===== src/rtl/scfi_pkg.sv =====
// scfi_pkg: constants and carriers for the command frame interpreter
// assumes: single clock domain, byte-wide serial receiver/transmitter outside
`default_nettype none
package scfi_pkg;
   // -----------------------------------------------------------------
   // frame layout
   // -----------------------------------------------------------------
   localparam int unsigned SERIAL_FRAME_LEN = 9;   // address + 7 payload + checksum
   localparam int unsigned CAN_FRAME_LEN = 7;      // payload only
   localparam int unsigned VALUE_LEN = 4;          // value bytes, msb first
   localparam logic [3:0] POS_ADDR = 4'h0;
   localparam logic [3:0] POS_CMD = 4'h1;
   localparam logic [3:0] POS_TYPE = 4'h2;
   localparam logic [3:0] POS_BANK = 4'h3;
   localparam logic [3:0] POS_VAL0 = 4'h4;
   localparam logic [3:0] POS_SUM = 4'h8;
   // -----------------------------------------------------------------
   // status codes
   // -----------------------------------------------------------------
   localparam logic [7:0] ST_OK = 8'h64;           // 100 executed
   localparam logic [7:0] ST_STORED = 8'h65;       // 101 loaded to program memory
   localparam logic [7:0] ST_BAD_SUM = 8'h01;
   localparam logic [7:0] ST_BAD_CMD = 8'h02;
   localparam logic [7:0] ST_BAD_TYPE = 8'h03;
   localparam logic [7:0] ST_BAD_VALUE = 8'h04;
   localparam logic [7:0] ST_LOCKED = 8'h05;
   localparam logic [7:0] ST_UNAVAIL = 8'h06;
   // -----------------------------------------------------------------
   // reset values
   // -----------------------------------------------------------------
   localparam logic [7:0] RST_BYTE = 8'h00;
   localparam logic [3:0] RST_IDX = 4'h0;
   // -----------------------------------------------------------------
   // carriers
   // -----------------------------------------------------------------
   typedef struct packed {
      logic [7:0] cmd;
      logic [7:0] kind;
      logic [7:0] bank;
      logic [31:0] value;
   } scfi_cmd_s;
   typedef struct packed {
      logic [7:0] status;
      logic [31:0] value;
   } scfi_res_s;
   typedef enum logic [1:0] {
      SCFI_RECV = 2'b00,
      SCFI_EXEC = 2'b01,
      SCFI_SEND = 2'b11
   } scfi_state_e;
endpackage : scfi_pkg
`default_nettype wire


===== src/rtl/scfi_sum.sv =====
// scfi_sum: running 8-bit modular checksum over a byte stream
// assumes: clear and add never matter in the same cycle except clear+add restarts
`default_nettype none
module scfi_sum (
   input wire logic clk_sys,
   input wire logic rst_n,
   input wire logic clear,
   input wire logic add,
   input wire logic [7:0] data,
   output logic [7:0] sum
);
   // -----------------------------------------------------------------
   // accumulator
   // -----------------------------------------------------------------
   // carry past eight bits simply falls away
   always_ff @(posedge clk_sys or negedge rst_n) begin
      if (!rst_n) begin
         sum <= scfi_pkg::RST_BYTE;
      end else if (clear && add) begin
         sum <= data;
      end else if (clear) begin
         sum <= scfi_pkg::RST_BYTE;
      end else if (add) begin
         sum <= sum + data;
      end
   end
endmodule : scfi_sum
`default_nettype wire


===== src/rtl/scfi_top.sv =====
// scfi_top: binary command frame interpreter, receive / execute / reply
// assumes: bytes arrive as one-cycle strobes from a receiver; tx_ready from
// a transmitter; executor answers each command with one done pulse
// Operation
// transmit only after a full command frame
// transceiver receives except while replying
// host waits for reply before next
// reply only after execution completes
// payload: command, type, bank, four value
// serial frame nine bytes, address, checksum
// order address, cmd, type, bank, value msb-first, sum
// command checksum is 8-bit sum
// can frame drops address and checksum
// exactly one reply per command
// reply: reply address, module, status, cmd, value, sum
// reply checksum is 8-bit sum
// can reply drops address and checksum
// status 100 executed, 101 stored
// error codes one through six
// commands may go to program memory
// foreign address frames ignored, no reply
`default_nettype none
module scfi_top (
   input wire logic clk_sys,
   input wire logic rst_n,
   input wire logic can_mode,             // 1: seven-byte frames, no address/sum
   input wire logic [7:0] module_addr,
   input wire logic [7:0] reply_addr,
   input wire logic rx_valid,             // one-cycle byte strobe
   input wire logic [7:0] rx_data,
   input wire logic tx_ready,             // transmitter accepts tx byte
   input wire logic exec_done,            // executor finished, pulse
   input wire scfi_pkg::scfi_res_s exec_res, // status and value with done
   output logic tx_valid,
   output logic [7:0] tx_data,
   output logic tx_last,                  // final byte of reply
   output logic drive_en,                 // transceiver to transmit
   output logic exec_start,               // pulse: command handed over
   output scfi_pkg::scfi_cmd_s exec_cmd
);
   // -----------------------------------------------------------------
   // state and storage
   // -----------------------------------------------------------------
   scfi_pkg::scfi_state_e state;
   logic [3:0] rx_idx;                    // position within incoming frame
   logic [3:0] tx_idx;                    // position within reply
   logic [7:0] frame_sum;                 // running sum from checksum unit
   logic addr_ok;                         // address byte matched
   logic sum_ok;                          // checksum matched
   logic [7:0] cmd_byte;                  // echoed command number
   scfi_pkg::scfi_res_s res;              // latched result
   logic [3:0] last_rx;                   // index of final received byte
   logic [3:0] last_tx;                   // index of final reply byte
   logic [3:0] pay_pos;                   // serial-relative receive position
   logic frame_end;                       // last byte of command arrives
   logic sum_clear;
   logic sum_add;
   logic [7:0] sum_data;
   logic [7:0] next_tx_data;
   logic [3:0] tx_pos;                    // serial-relative reply position
   logic tx_take;

   assign last_rx = can_mode ? 4'(scfi_pkg::CAN_FRAME_LEN - 1)
                             : 4'(scfi_pkg::SERIAL_FRAME_LEN - 1);
   assign last_tx = last_rx;              // reply mirrors frame length
   assign pay_pos = can_mode ? rx_idx + 4'h1 : rx_idx;
   assign frame_end = (state == scfi_pkg::SCFI_RECV) && rx_valid && (rx_idx == last_rx);
   // can reply keeps the module address byte and stops before the sum
   assign tx_pos = can_mode ? tx_idx + 4'h1 : tx_idx;
   assign tx_take = tx_valid && tx_ready;

   // -----------------------------------------------------------------
   // shared checksum unit
   // -----------------------------------------------------------------
   // receive sums bytes before the checksum; send sums reply bytes
   always_comb begin
      sum_clear = 1'b0;
      sum_add = 1'b0;
      sum_data = rx_data;
      if (state == scfi_pkg::SCFI_RECV) begin
         // clear at frame end too, so a refusal reply sums from zero
         sum_clear = (rx_idx == scfi_pkg::RST_IDX) || frame_end;
         sum_add = rx_valid && (pay_pos != scfi_pkg::POS_SUM);
      end else if (state == scfi_pkg::SCFI_SEND) begin
         sum_add = tx_take;
         sum_data = tx_data;
      end else begin
         sum_clear = 1'b1;
      end
   end

   scfi_sum u_sum (
      .clk_sys(clk_sys),
      .rst_n(rst_n),
      .clear(sum_clear),
      .add(sum_add),
      .data(sum_data),
      .sum(frame_sum)
   );

   // -----------------------------------------------------------------
   // main sequence
   // -----------------------------------------------------------------
   // recv -> exec -> send; host turn-taking assumed, late bytes dropped
   always_ff @(posedge clk_sys or negedge rst_n) begin
      if (!rst_n) begin
         state <= scfi_pkg::SCFI_RECV;
      end else begin
         case (state)
            scfi_pkg::SCFI_RECV: begin
               if (frame_end) begin
                  if (!can_mode && rx_data != frame_sum) begin
                     state <= addr_ok ? scfi_pkg::SCFI_SEND : scfi_pkg::SCFI_RECV;
                  end else if (can_mode || addr_ok) begin
                     state <= scfi_pkg::SCFI_EXEC;  // full frame first
                  end
               end
            end
            scfi_pkg::SCFI_EXEC: begin
               if (exec_done) begin
                  state <= scfi_pkg::SCFI_SEND;     // only after execution
               end
            end
            scfi_pkg::SCFI_SEND: begin
               if (tx_take && tx_last) begin
                  state <= scfi_pkg::SCFI_RECV;     // one reply then listen
               end
            end
            default: state <= scfi_pkg::SCFI_RECV;
         endcase
      end
   end

   // -----------------------------------------------------------------
   // frame capture
   // -----------------------------------------------------------------
   // bytes land in fixed fields by position
   always_ff @(posedge clk_sys or negedge rst_n) begin
      if (!rst_n) begin
         rx_idx <= scfi_pkg::RST_IDX;
         addr_ok <= 1'b0;
         cmd_byte <= scfi_pkg::RST_BYTE;
         exec_cmd <= '0;
      end else if (state != scfi_pkg::SCFI_RECV) begin
         rx_idx <= scfi_pkg::RST_IDX;
      end else if (rx_valid) begin
         rx_idx <= (rx_idx == last_rx) ? scfi_pkg::RST_IDX : rx_idx + 4'h1;
         case (pay_pos)
            scfi_pkg::POS_ADDR: addr_ok <= (rx_data == module_addr);
            scfi_pkg::POS_CMD: begin
               exec_cmd.cmd <= rx_data;
               cmd_byte <= rx_data;
            end
            scfi_pkg::POS_TYPE: exec_cmd.kind <= rx_data;
            scfi_pkg::POS_BANK: exec_cmd.bank <= rx_data;
            scfi_pkg::POS_SUM: ;
            default: exec_cmd.value <= {exec_cmd.value[23:0], rx_data}; // msb first
         endcase
      end
   end

   // -----------------------------------------------------------------
   // checksum verdict and executor handshake
   // -----------------------------------------------------------------
   always_ff @(posedge clk_sys or negedge rst_n) begin
      if (!rst_n) begin
         sum_ok <= 1'b1;
         exec_start <= 1'b0;
      end else begin
         exec_start <= 1'b0;
         if (frame_end) begin
            sum_ok <= can_mode || (rx_data == frame_sum);
            exec_start <= can_mode || (addr_ok && rx_data == frame_sum);
         end
      end
   end

   // -----------------------------------------------------------------
   // result latch
   // -----------------------------------------------------------------
   // executor supplies ok, stored-to-program or an error code
   always_ff @(posedge clk_sys or negedge rst_n) begin
      if (!rst_n) begin
         res <= '0;
      end else if (frame_end && !can_mode && rx_data != frame_sum) begin
         res.status <= scfi_pkg::ST_BAD_SUM;  // mismatch answered only if address matched, not run
         res.value <= '0;
      end else if (state == scfi_pkg::SCFI_EXEC && exec_done) begin
         res <= exec_res;
      end
   end

   // -----------------------------------------------------------------
   // reply byte select
   // -----------------------------------------------------------------
   always_comb begin
      case (tx_pos)
         4'h0: next_tx_data = reply_addr;
         4'h1: next_tx_data = module_addr;
         4'h2: next_tx_data = res.status;
         4'h3: next_tx_data = cmd_byte;
         4'h4: next_tx_data = res.value[31:24];
         4'h5: next_tx_data = res.value[23:16];
         4'h6: next_tx_data = res.value[15:8];
         4'h7: next_tx_data = res.value[7:0];
         default: next_tx_data = frame_sum;
      endcase
   end

   // -----------------------------------------------------------------
   // transmitter
   // -----------------------------------------------------------------
   // one byte presented at a time; sum unit already holds previous bytes
   always_ff @(posedge clk_sys or negedge rst_n) begin
      if (!rst_n) begin
         tx_idx <= scfi_pkg::RST_IDX;
         tx_valid <= 1'b0;
         tx_data <= scfi_pkg::RST_BYTE;
         tx_last <= 1'b0;
      end else if (state != scfi_pkg::SCFI_SEND) begin
         tx_idx <= scfi_pkg::RST_IDX;
         tx_valid <= 1'b0;
         tx_last <= 1'b0;
      end else if (!tx_valid) begin
         tx_valid <= 1'b1;
         tx_data <= next_tx_data;
         tx_last <= (tx_idx == last_tx);
      end else if (tx_take) begin
         tx_valid <= 1'b0;                  // gap lets sum settle
         tx_idx <= tx_idx + 4'h1;
      end
   end

   // -----------------------------------------------------------------
   // bus ownership
   // -----------------------------------------------------------------
   // drive only while the reply is in flight
   always_ff @(posedge clk_sys or negedge rst_n) begin
      if (!rst_n) begin
         drive_en <= 1'b0;
      end else begin
         drive_en <= (state == scfi_pkg::SCFI_SEND) && !(tx_take && tx_last);
      end
   end

   // -----------------------------------------------------------------
   // checks
   // -----------------------------------------------------------------
   // each property samples registered state one edge after its cause
   tx_needs_frame_a: assert property (@(posedge clk_sys) disable iff (!rst_n)
      $rose(state == scfi_pkg::SCFI_SEND) |-> $past(frame_end) || $past(exec_done))
      else $error("reply started without a received frame");
   idle_no_drive_a: assert property (@(posedge clk_sys) disable iff (!rst_n)
      tx_valid |-> drive_en)
      else $error("byte offered while transceiver receiving");
   // no reply byte and no drive while the executor works
   reply_after_exec_a: assert property (@(posedge clk_sys) disable iff (!rst_n)
      (state == scfi_pkg::SCFI_EXEC) |-> !tx_valid && !drive_en)
      else $error("reply before execution finished");
   bad_sum_code_a: assert property (@(posedge clk_sys) disable iff (!rst_n)
      (frame_end && !can_mode && addr_ok && rx_data != frame_sum)
      |=> res.status == scfi_pkg::ST_BAD_SUM)
      else $error("checksum mismatch not reported as 1");
   foreign_silent_a: assert property (@(posedge clk_sys) disable iff (!rst_n)
      (frame_end && !can_mode && !addr_ok) |=> state == scfi_pkg::SCFI_RECV)
      else $error("foreign frame answered");
   reply_ends_a: assert property (@(posedge clk_sys) disable iff (!rst_n)
      (tx_take && tx_last) |=> state == scfi_pkg::SCFI_RECV && !tx_valid)
      else $error("reply did not end after last byte");
   good_frame_runs_a: assert property (@(posedge clk_sys) disable iff (!rst_n)
      (frame_end && !can_mode && addr_ok && rx_data == frame_sum) |=> exec_start)
      else $error("valid frame not executed");
   sum_byte_a: assert property (@(posedge clk_sys) disable iff (!rst_n)
      (tx_valid && tx_last && !can_mode) |-> tx_data == frame_sum)
      else $error("reply checksum wrong");
   // nothing on the wire while listening
   listen_quiet_a: assert property (@(posedge clk_sys) disable iff (!rst_n)
      (state == scfi_pkg::SCFI_RECV) |-> !drive_en && !tx_valid)
      else $error("transceiver busy while listening");
   // hand-over only when entering execution
   start_in_exec_a: assert property (@(posedge clk_sys) disable iff (!rst_n)
      exec_start |-> state == scfi_pkg::SCFI_EXEC)
      else $error("hand-over outside execution");
   // hand-over pulse lasts one cycle
   start_pulse_a: assert property (@(posedge clk_sys) disable iff (!rst_n)
      exec_start |=> !exec_start)
      else $error("hand-over longer than one cycle");
   // only frames with a good sum are executed
   exec_sum_ok_a: assert property (@(posedge clk_sys) disable iff (!rst_n)
      (state == scfi_pkg::SCFI_EXEC) |-> sum_ok)
      else $error("frame with bad sum executed");
   // bytes arriving while busy are dropped, not counted
   busy_drops_bytes_a: assert property (@(posedge clk_sys) disable iff (!rst_n)
      (state != scfi_pkg::SCFI_RECV) |-> rx_idx == scfi_pkg::RST_IDX)
      else $error("byte counted while busy");
   // reply sum starts from zero on every path into send
   reply_sum_fresh_a: assert property (@(posedge clk_sys) disable iff (!rst_n)
      $rose(state == scfi_pkg::SCFI_SEND) |-> frame_sum == scfi_pkg::RST_BYTE)
      else $error("reply sum not cleared");
   // can reply ends on the value, no checksum byte
   can_no_sum_a: assert property (@(posedge clk_sys) disable iff (!rst_n)
      (tx_valid && tx_last && can_mode) |-> tx_data == res.value[7:0])
      else $error("can reply carries a checksum byte");
endmodule : scfi_top
`default_nettype wire


===== config.mk =====
export PLATFORM = sky130hd
export DESIGN_NAME = scfi_top
export DESIGN_NICKNAME = d
export VERILOG_FILES = /design/src/rtl/scfi_pkg.sv /design/src/rtl/scfi_sum.sv /design/src/rtl/scfi_top.sv
export SDC_FILE = /design/constraint.sdc
export NUM_CORES = 1
export LEC_CHECK = 0
export BUFFER_PORTS_ARGS = -buffer_cell sky130_fd_sc_hd__buf_2
export CORE_UTILIZATION = 42
export DETAILED_ROUTE_END_ITERATION = 6
export PLACE_DENSITY = 0.74
export SKIP_LAST_GASP = 1
export SYNTH_ARGS = -nofsm -noshare
export SYNTH_HDL_FRONTEND = slang
export SYNTH_SLANG_ARGS = --single-unit

===== constraint.sdc =====
create_clock -name clk_sys -period 2.9 [get_ports clk_sys]
set_clock_uncertainty 0.2 [all_clocks]
set_input_delay 0.29 -clock clk_sys [delete_from_list [all_inputs] [get_ports clk_sys]]
set_output_delay 0.29 -clock clk_sys [all_outputs]
set_load 0.005 [all_outputs]

# Yosys cells after proc, flatten, opt, wreduce, memory -nomap -nowiden
# Cells that the tools add are included.
# totals
register_bits	127
out_inout_bits	68
wordCells	118
# classes
n_addsub	3
n_eq_ne	25
muxes	34
bitwise_logic	4
n_reduce_logical	36
# ops
cell	count
2-to-1 mux 40 bit	2
one-hot mux 8 bit (8 select lines)	1
2-to-1 mux 8 bit	5
2-to-1 mux 4 bit	9
equality test 4 x 2 -> 1 bit (second input constant)	4
equality test 4 x 3 -> 1 bit (second input constant)	4
equality test 8 bit	2
AND reduction 3 bit	5
logical AND 1 bit	12
logical NOT 4 bit	3
2-to-1 mux 2 bit	6
2-to-1 mux 1 bit	10
nonzero test 2 bit	5
adder 4 x 1 -> 4 bit (second input constant)	2
adder 8 bit	1
equality test 4 x 1 -> 1 bit (second input constant)	2
equality test 4 bit	2
inequality test 8 bit	1
inequality test 2 bit (second input constant)	3
one-hot mux 2 bit (3 select lines)	1
OR reduction 5 bit	1
equality test 4 bit (second input constant)	1
inequality test 2 x 1 -> 1 bit (second input constant)	2
inequality test 4 bit (second input constant)	1
10 further kinds	17

# Longest topological paths before layout
# Gate-level depths: netlist of the first run.
# depth
word_depth	8
mapped_depth	13

# By module
# A second synthesis of the first run with hierarchy kept.
# hier_totals
cells_unflattened	670
area_unflattened_um2	6979.2
# modules_own_cells
mod	n_inst	cells_per_inst	area_each_um2	seq_area_each_um2
scfi_top	1	594	6279.8	2977.9
scfi_sum	1	76	699.4	200.2

# Worst setup path before layout of the first run
# OpenSTA, ideal clock, no wires.
# synth_timing
path_kind	reg2reg
startpoint	reg state[1]
endpoint	reg u_sum.sum[7]
setup_ns	0.124
arrival_ns	2.814
t_required_ns	2.576
setup_slack_ns	-0.238
path_stages_with_launch	13
n_path_buf	2
period_less_slack_ns	3.138
cell_sequence	dfrtp_1 nand2_1 buf_2 buf_1 mux2i_1 inv_1 ha_1 a21oi_1 o211ai_1 o221a_2 xnor2_1 and3_1 a211o_1
# synth_via
elab_chain_len	7
word_cells_on_any_way	17
classes_between	add/sub: 1; eq/ne: 1; mux: 9; reduce/logical: 6
# synth_rtl
element	line_no	text
start: declaration	scfi_top.sv:44	scfi_pkg::scfi_state_e state;
start signal: assignment	scfi_top.sv:107	state <= scfi_pkg::SCFI_RECV;
start signal: assignment	scfi_top.sv:113	state <= addr_ok ? scfi_pkg::SCFI_SEND : scfi_pkg::SCFI_RECV;
start signal: assignment	scfi_top.sv:115	state <= scfi_pkg::SCFI_EXEC;
equality test 2 bit / logical NOT 2 bit (equally long branches)	scfi_top.sv:84, scfi_top.sv:67, scfi_top.sv:80	
2-to-1 mux 8 bit / logical AND 1 bit (equally long branches)	scfi_top.sv:84, scfi_top.sv:67	
2-to-1 mux 8 bit / logical AND 1 bit (equally long branches)	scfi_top.sv:80, scfi_top.sv:67	
adder 8 bit / logical OR 1 bit (equally long branches)	scfi_sum.sv:24, scfi_top.sv:82	
2-to-1 mux 8 bit / 2-to-1 mux 1 bit (equally long branches)	scfi_sum.sv:23, scfi_top.sv:80	
2-to-1 mux 8 bit / logical AND 1 bit (equally long branches)	scfi_sum.sv:21, scfi_sum.sv:19	
2-to-1 mux 8 bit / nonzero test 3 bit (equally long branches)	--	
end signal: assignment	scfi_sum.sv:20	sum <= data;
end signal: assignment	scfi_sum.sv:22	sum <= scfi_pkg::RST_BYTE;
end signal: assignment	scfi_sum.sv:24	sum <= sum + data;
end: declaration	scfi_sum.sv:10	output logic [7:0] sum
# Parallel ways exist; a longest one is shown, timed or not. The select of a mux whose other input is x is not followed.
# A chain may end at the register's enable or synchronous reset.

# Worst setup path in the final report of the first run
# Same ends and word-level chain as after synthesis.

==> results of run 1 <==
## power groups by stage
stage | sequential [mW] | clock, mW | combinational (mW)
floorplan | 2.98 | 0 | 2.26
global placement | 3.11 | 0 | 3.34
detailed placement | 3.14 | 0 | 3.43
CTS | 3.11 | 2.30 | 3.50
global route | 3.22 | 2.36 | 3.94
finish | 3.13 | 2.27 | 3.59
## cells by family (layout without fill, tap and decap cells)
| group | after synthesis | in the layout | share of synthesized area |
|---|---|---|---|
| buf+inv | 55 | 248 | 0.0387 |
| compound gates | 152 | 152 | 0.143 |
| flops | 127 | 127 | 0.466 |
| xor+xnor | 30 | 30 | 0.0386 |
| simple gates | 214 | 214 | 0.147 |
| mux | 86 | 86 | 0.145 |
| fa+ha+maj | 11 | 11 | 0.0213 |
## worst reg2reg max path: stages (launching register included)
cell and delay (ns):
dfrtp_1 0.39, nand2_1 0.09, buf_4 0.16, mux2_2 0.38, ha_4 0.30, nand3_1 0.06
o211ai_1 0.30, o221ai_1 0.19, a32oi_1 0.20, o41ai_1 0.10, a211o_1 0.29
## cell type report
type / instances / area share
inverter: 9 / 0.00379
sequential: 127 / 0.357
clock inverter: 9 / 0.0176
timing repair buffer: 208 / 0.154
multi-input combinational: 493 / 0.384
clock buffer: 22 / 0.0532
tap: 216 / 0.0303
## worst paths after layout
check                                from      endpoint  slack, ns  cells past startpoint
max reg2reg                      state[1]  u_sum.sum[7]       0.13                     10
min                        module_addr[1]    tx_data[1]       0.05                      3
max                              state[1]  u_sum.sum[7]       0.13                     10
min in group asynchronous           rst_n  exec_cmd[34]       0.23                      2
min reg2reg                  exec_cmd[31]  exec_cmd[31]       0.30                      1
max in group asynchronous           rst_n       res[22]       1.42                      3
## repair_timing
action                     in CTS  in global routing
resized for setup               0                  4
setup endpoints to repair       0                  2
hold endpoints to repair       88                  0
hold buffers                   41                  0
## flip-flops by register name, indices dropped and copies added (netlist names)
name	flops
exec_cmd	48
res	40
cmd_byte	8
tx_data	8
u_sum.sum	8
rx_idx	4
tx_idx	4
state	2
addr_ok	1
drive_en	1
exec_start	1
tx_last	1
tx_valid	1
## layout by cell type, fill, tap and decap left out, drive strengths merged, types with 4 or more instances in the layout
master	instances
clkbuf	22
nor2	28
dfrtp	127
bufinv	4
and3	11
mux2i	13
xor2	6
inv	10
buf	167
a222oi	4
nand2b	4
and2	4
a22oi	7
dlygate4sd3	41
a21o	5
mux2	70
xnor2	24
nand2	117
a221oi	7
nor3	8
nor2b	4
o22ai	4
nand4	7
o21ai	26
ha	10
nand3	9
a21oi	63
or3	7
## per-layer routing
layer | GRT usage | up-vias
li1 | - | 2776
met1 | 0.315 | 2908
met2 | 0.413 | 259
met3 | 0.0512 | 58
met4 | 0.120 | 0
met5 | 0 | -
## stage by stage
stage,utilization,hold slack (ns),instances
floorplan,-,-0.206,675
global placement,0.493,0.153,1012
detailed placement,0.493,0.150,1012
CTS,0.558,0.0336,1084
global route,0.561,0.0548,1084
finish,0.561,0.0484,1084
==> impl_results.md, run 1 <==
- CP Buf/Inv Count: 1
- M1 WL: 8.01 mm
- Synthesized Nets: 756
- Diodes inserted: 0
- Clk sinks: 127
- Fin. Hold Viols: 0
- CP peak stage delay: 0.39 ns
- Post-synth top area share: 0.466
- EDFF count, synth: 0
- Final Power: 8.99 mW
- Die ar.: 16700 µm²
- First DRT Iteration DRCs: 477
- Met3 routed WL: 1.29 mm
- Setup violations, final: 0
- Leakage: 4.16 nW
- Status: completed
- Slew Limit Headroom: 0.284
- Cell taking the most area after synthesis: dfrtp_1
- Number of synthesized register bits: 127
- Worst setup EP type: flip-flop
- Initial antenna violation count: 0
- Post-synth top cells: dfrtp_1, nand2_1, mux2_2, a21oi_1, nor2_1
- Fill cell total of the finished layout: 1376
- Routed length on met2: 9.80 mm
- Core Region: 15900 µm²
- Clk_lat worst skew: 0.42 ns
- Final setup margin: 0.133 ns
- P_int: 5.80 mW
- Clock Tree Root: clkbuf_16
- Clk slew on worst S/H paths: 0.05 ns
- RSZ-0062 raised after global routing: true
- Switching power: 3.20 mW
- Die Width: 129 µm
- Worst slew pin tran: 1.06 ns
- Post-route cell area: 8910 µm²
- Drt pass-1 iters: 5
- Ordered list of cells on the worst path: nand2_1 -> buf_4 -> mux2_2 -> ha_4 -> nand3_1 -> o211ai_1 -> o221ai_1 -> a32oi_1 -> o41ai_1 -> a211o_1
- Post-Syn Area: 6810 µm²
- Total number of vias: 6001
- H-Tree Depth: 4
- Post-place instance area: 7830 µm²
- Num CTS Buffers: 17
- DR WL/cell: 18.3 µm
- Min Clock Period, post-route: 2.77 ns
- NumNets Final: 937
- Top cells by area, synth: dfrtp_1, mux2_2, nand2_1, a21oi_1, xnor2_1
- Global-route wire length before repair: 31.3 mm
- Chip height: 129 µm
- Comb pwr share: 0.399
- DRC: 0
- Setup slack at placement: 0.0913 ns
- TNS Setup: 0 ns
- Synth cell types: 69
- Startpoint Class: flip-flop
- Syn Area/Cell: 10.1 µm²
- Synth async-reset ratio: 1.00
- Gr ovfl total: 0
- Vias per cell: 5.54
- CP arrival: 2.87 ns
- Total Wirelength: 19.8 mm
- HPWL after detailed placement: 13.5 mm
- CTS tree: yes
- Register area share after synthesis: 0.466
- Switching Share: 0.356
- Power share of the sequential group: 0.348
- Cell family with most CP delay: compound AO/OA/AOI/OAI gates
- Gr usage total: 0.250
- DRT antenna net count: 0
- Area Overhead vs Synth: 30.7%
- Yosys warnings: 0
- Top-count cell post-synth: dfrtp_1
- VDD IR max: 0.000559 V
- Hold Path Class: in2reg
- Max-cap check violation count: 0
- Number of setup buffers added after CTS: 0
- Final Cycle Share: 0.954
- Clock power share: 0.253
- Number of I/O port buffers: 137
- Critical path peak fanout: 8
- GPL Wtd Cong: 0.901
- Max layer used: met4
- Most used DFF post-synth: dfrtp_1
- Initial Utilization: 0.429
- Clock tree buffer depth: 2
- Number of global-route vias before repair: 5793
- Multi-input gate area: 3420 µm²
- Register Area: 3180 µm²
- Total power per unit cell area: 1010 nW/µm²
- Largest net degree at the start of global routing: 80
- Slowest cell on the critical path: dfrtp_1
- Count of final max-slew check failures: 0
- Worst EP required: 3.01 ns
- FMAX: 361 MHz
- Crit path kind: reg2reg
- IO Count: 138
- Placement Rows: 46
- Layout cells sized above 1: 0.332
- Post-Syn Instances: 675
Power figures use the tool's default switching activity.
==> run 2: changes to the inputs <==
CORE_UTILIZATION = 50   (was 42)
PLACE_DENSITY = 0.85   (was 0.74)
==> impl_results.md, run 2 (same netlist as run 1, synthesis figures left out) <==
- CP peak stage delay: 0.43 ns
- Global-route wire length before repair: 32.8 mm
- Hold WS: 0.0490 ns
- Critical path peak fanout: 7
- Fin. Hold Viols: 0
- Clk slew on worst S/H paths: 0.05 ns
- NumNets Final: 939
- Number of setup buffers added after CTS: 0
- H-Tree Depth: 4
- TNS Setup: 0 ns
- DRC: 0
- Status: completed
- VDD IR max: 0.000582 V
- GPL Wtd Cong: 0.939
- Crit path kind: reg2reg
- IO Count: 138
- Clk_lat worst skew: 0.44 ns
- Final setup margin: 0.0779 ns
- Clk sinks: 127
- RSZ-0062 raised after global routing: true
- Post-route cell area: 8800 µm²
- Number of global-route vias before repair: 6191
- Max-cap check violation count: 0
- Final Power: 8.90 mW
- Startpoint Class: flip-flop
- Die Width: 119 µm
- Setup violations, final: 0
- Max FFs per register: 48
- CTS tree: yes
- Count of final max-slew check failures: 0
- Leakage: 4.15 nW
- Total number of vias: 6266
- Total power per unit cell area: 1010 nW/µm²
- Initial antenna violation count: 2
- Gr ovfl total: 0
- Num CTS Buffers: 17
- Total Wirelength: 20.7 mm
- Most common cell after layout, fill and taps aside: buf_2
- Layout Cells excl Fill: 1047
- DRT antenna net count: 0
- Largest net degree at the start of global routing: 58
- Placed Cells: 974
- First DRT Iteration DRCs: 629
- Worst setup EP type: flip-flop
- Worst EP required: 3.02 ns
- Setup slack at placement: -0.0162 ns
- Worst slew pin tran: 0.736 ns
- Gr usage total: 0.307
- Vias per cell: 5.98
- DR WL/cell: 19.8 µm
- Hold Path Class: in2reg
- Final Cycle Share: 0.973
- Top Registers: exec_cmd (48), res (40)
- CP arrival: 2.94 ns
- Most frequent cells in the layout: buf_2, dfrtp_1, nand2_1
- Slowest cell on the critical path: or3_1
- Clock Tree Root: clkbuf_16
- Die ar.: 14100 µm²
- HPWL after detailed placement: 13.3 mm
- Min Clock Period, post-route: 2.82 ns
- Post-place instance area: 7780 µm²
- Placement Rows: 42
- Biggest register: exec_cmd
- Drt pass-1 iters: 6
- Ordered list of cells on the worst path: nand2_4 -> buf_4 -> mux2_2 -> ha_1 -> or3_1 -> o221a_2 -> xnor2_1 -> and3_1 -> a211o_1
- Chip height: 119 µm
- Fin util: 0.664
- Number of I/O port buffers: 137
- Clock tree buffer depth: 2
- Layout cells sized above 1: 0.336
- Initial Utilization: 0.514
- Area Overhead vs Synth: 29.1%
- Slew Limit Headroom: 0.510
- Core Region: 13200 µm²
- FMAX: 354 MHz
run 2: timing repair:
action                     CTS  global route
hold buffers                41             0
resized for setup            1             5
hold endpoints to repair    95             0
pin swaps                    0             1
setup endpoints to repair    2             4
run 2: path summary, 6_finish.rpt:
kind	start	to	slack, ns	cells past startpoint
max in group asynchronous	rst_n	rx_idx[0]	1.39	3
min reg2reg	exec_cmd[30]	exec_cmd[30]	0.30	1
max	state[1]	u_sum.sum[7]	0.08	9
max reg2reg	state[1]	u_sum.sum[7]	0.08	9
min	module_addr[3]	tx_data[3]	0.05	3
min in group asynchronous	rst_n	exec_cmd[32]	0.27	2
run 2: metal layers:
metal,vias to the layer above,part of all wire,GRT usage
met5,-,0,0
met4,0,0.058,0.195
met3,114,0.071,0.0671
met2,358,0.49,0.504
met1,3014,0.38,0.365
li1,2780,-,-
run 2: layout make-up:
| class | instances | area, µm² |
|---|---|---|
| timing repair buffer | 210 | 1380 |
| antenna | 2 | 5.00 |
| clock buffer | 20 | 467 |
| multi-input combinational | 493 | 3400 |
| fill | 969 | 4450 |
| tap | 176 | 220 |
| clock inverter | 10 | 114 |
| inverter | 9 | 33.8 |
| sequential | 127 | 3180 |
run 2: power by group:
group          switching (mW)  total [mW]  internal [mW]
logic                    1.91        3.66           1.75
registers               0.611        3.14           2.53
clock network           0.789        2.11           1.32
run 2: worst max-delay path, delay by kind of cell, from the launching register on:
family	cells	cell delay (ns)
DFF	1	0.41
adders and majority gates	1	0.34
buffers and inverters	1	0.14
and+or+nand+nor	3	0.73
AOI/OAI and AO/OA	2	0.42
xor gates and xnor gates	1	0.12
muxes	1	0.35
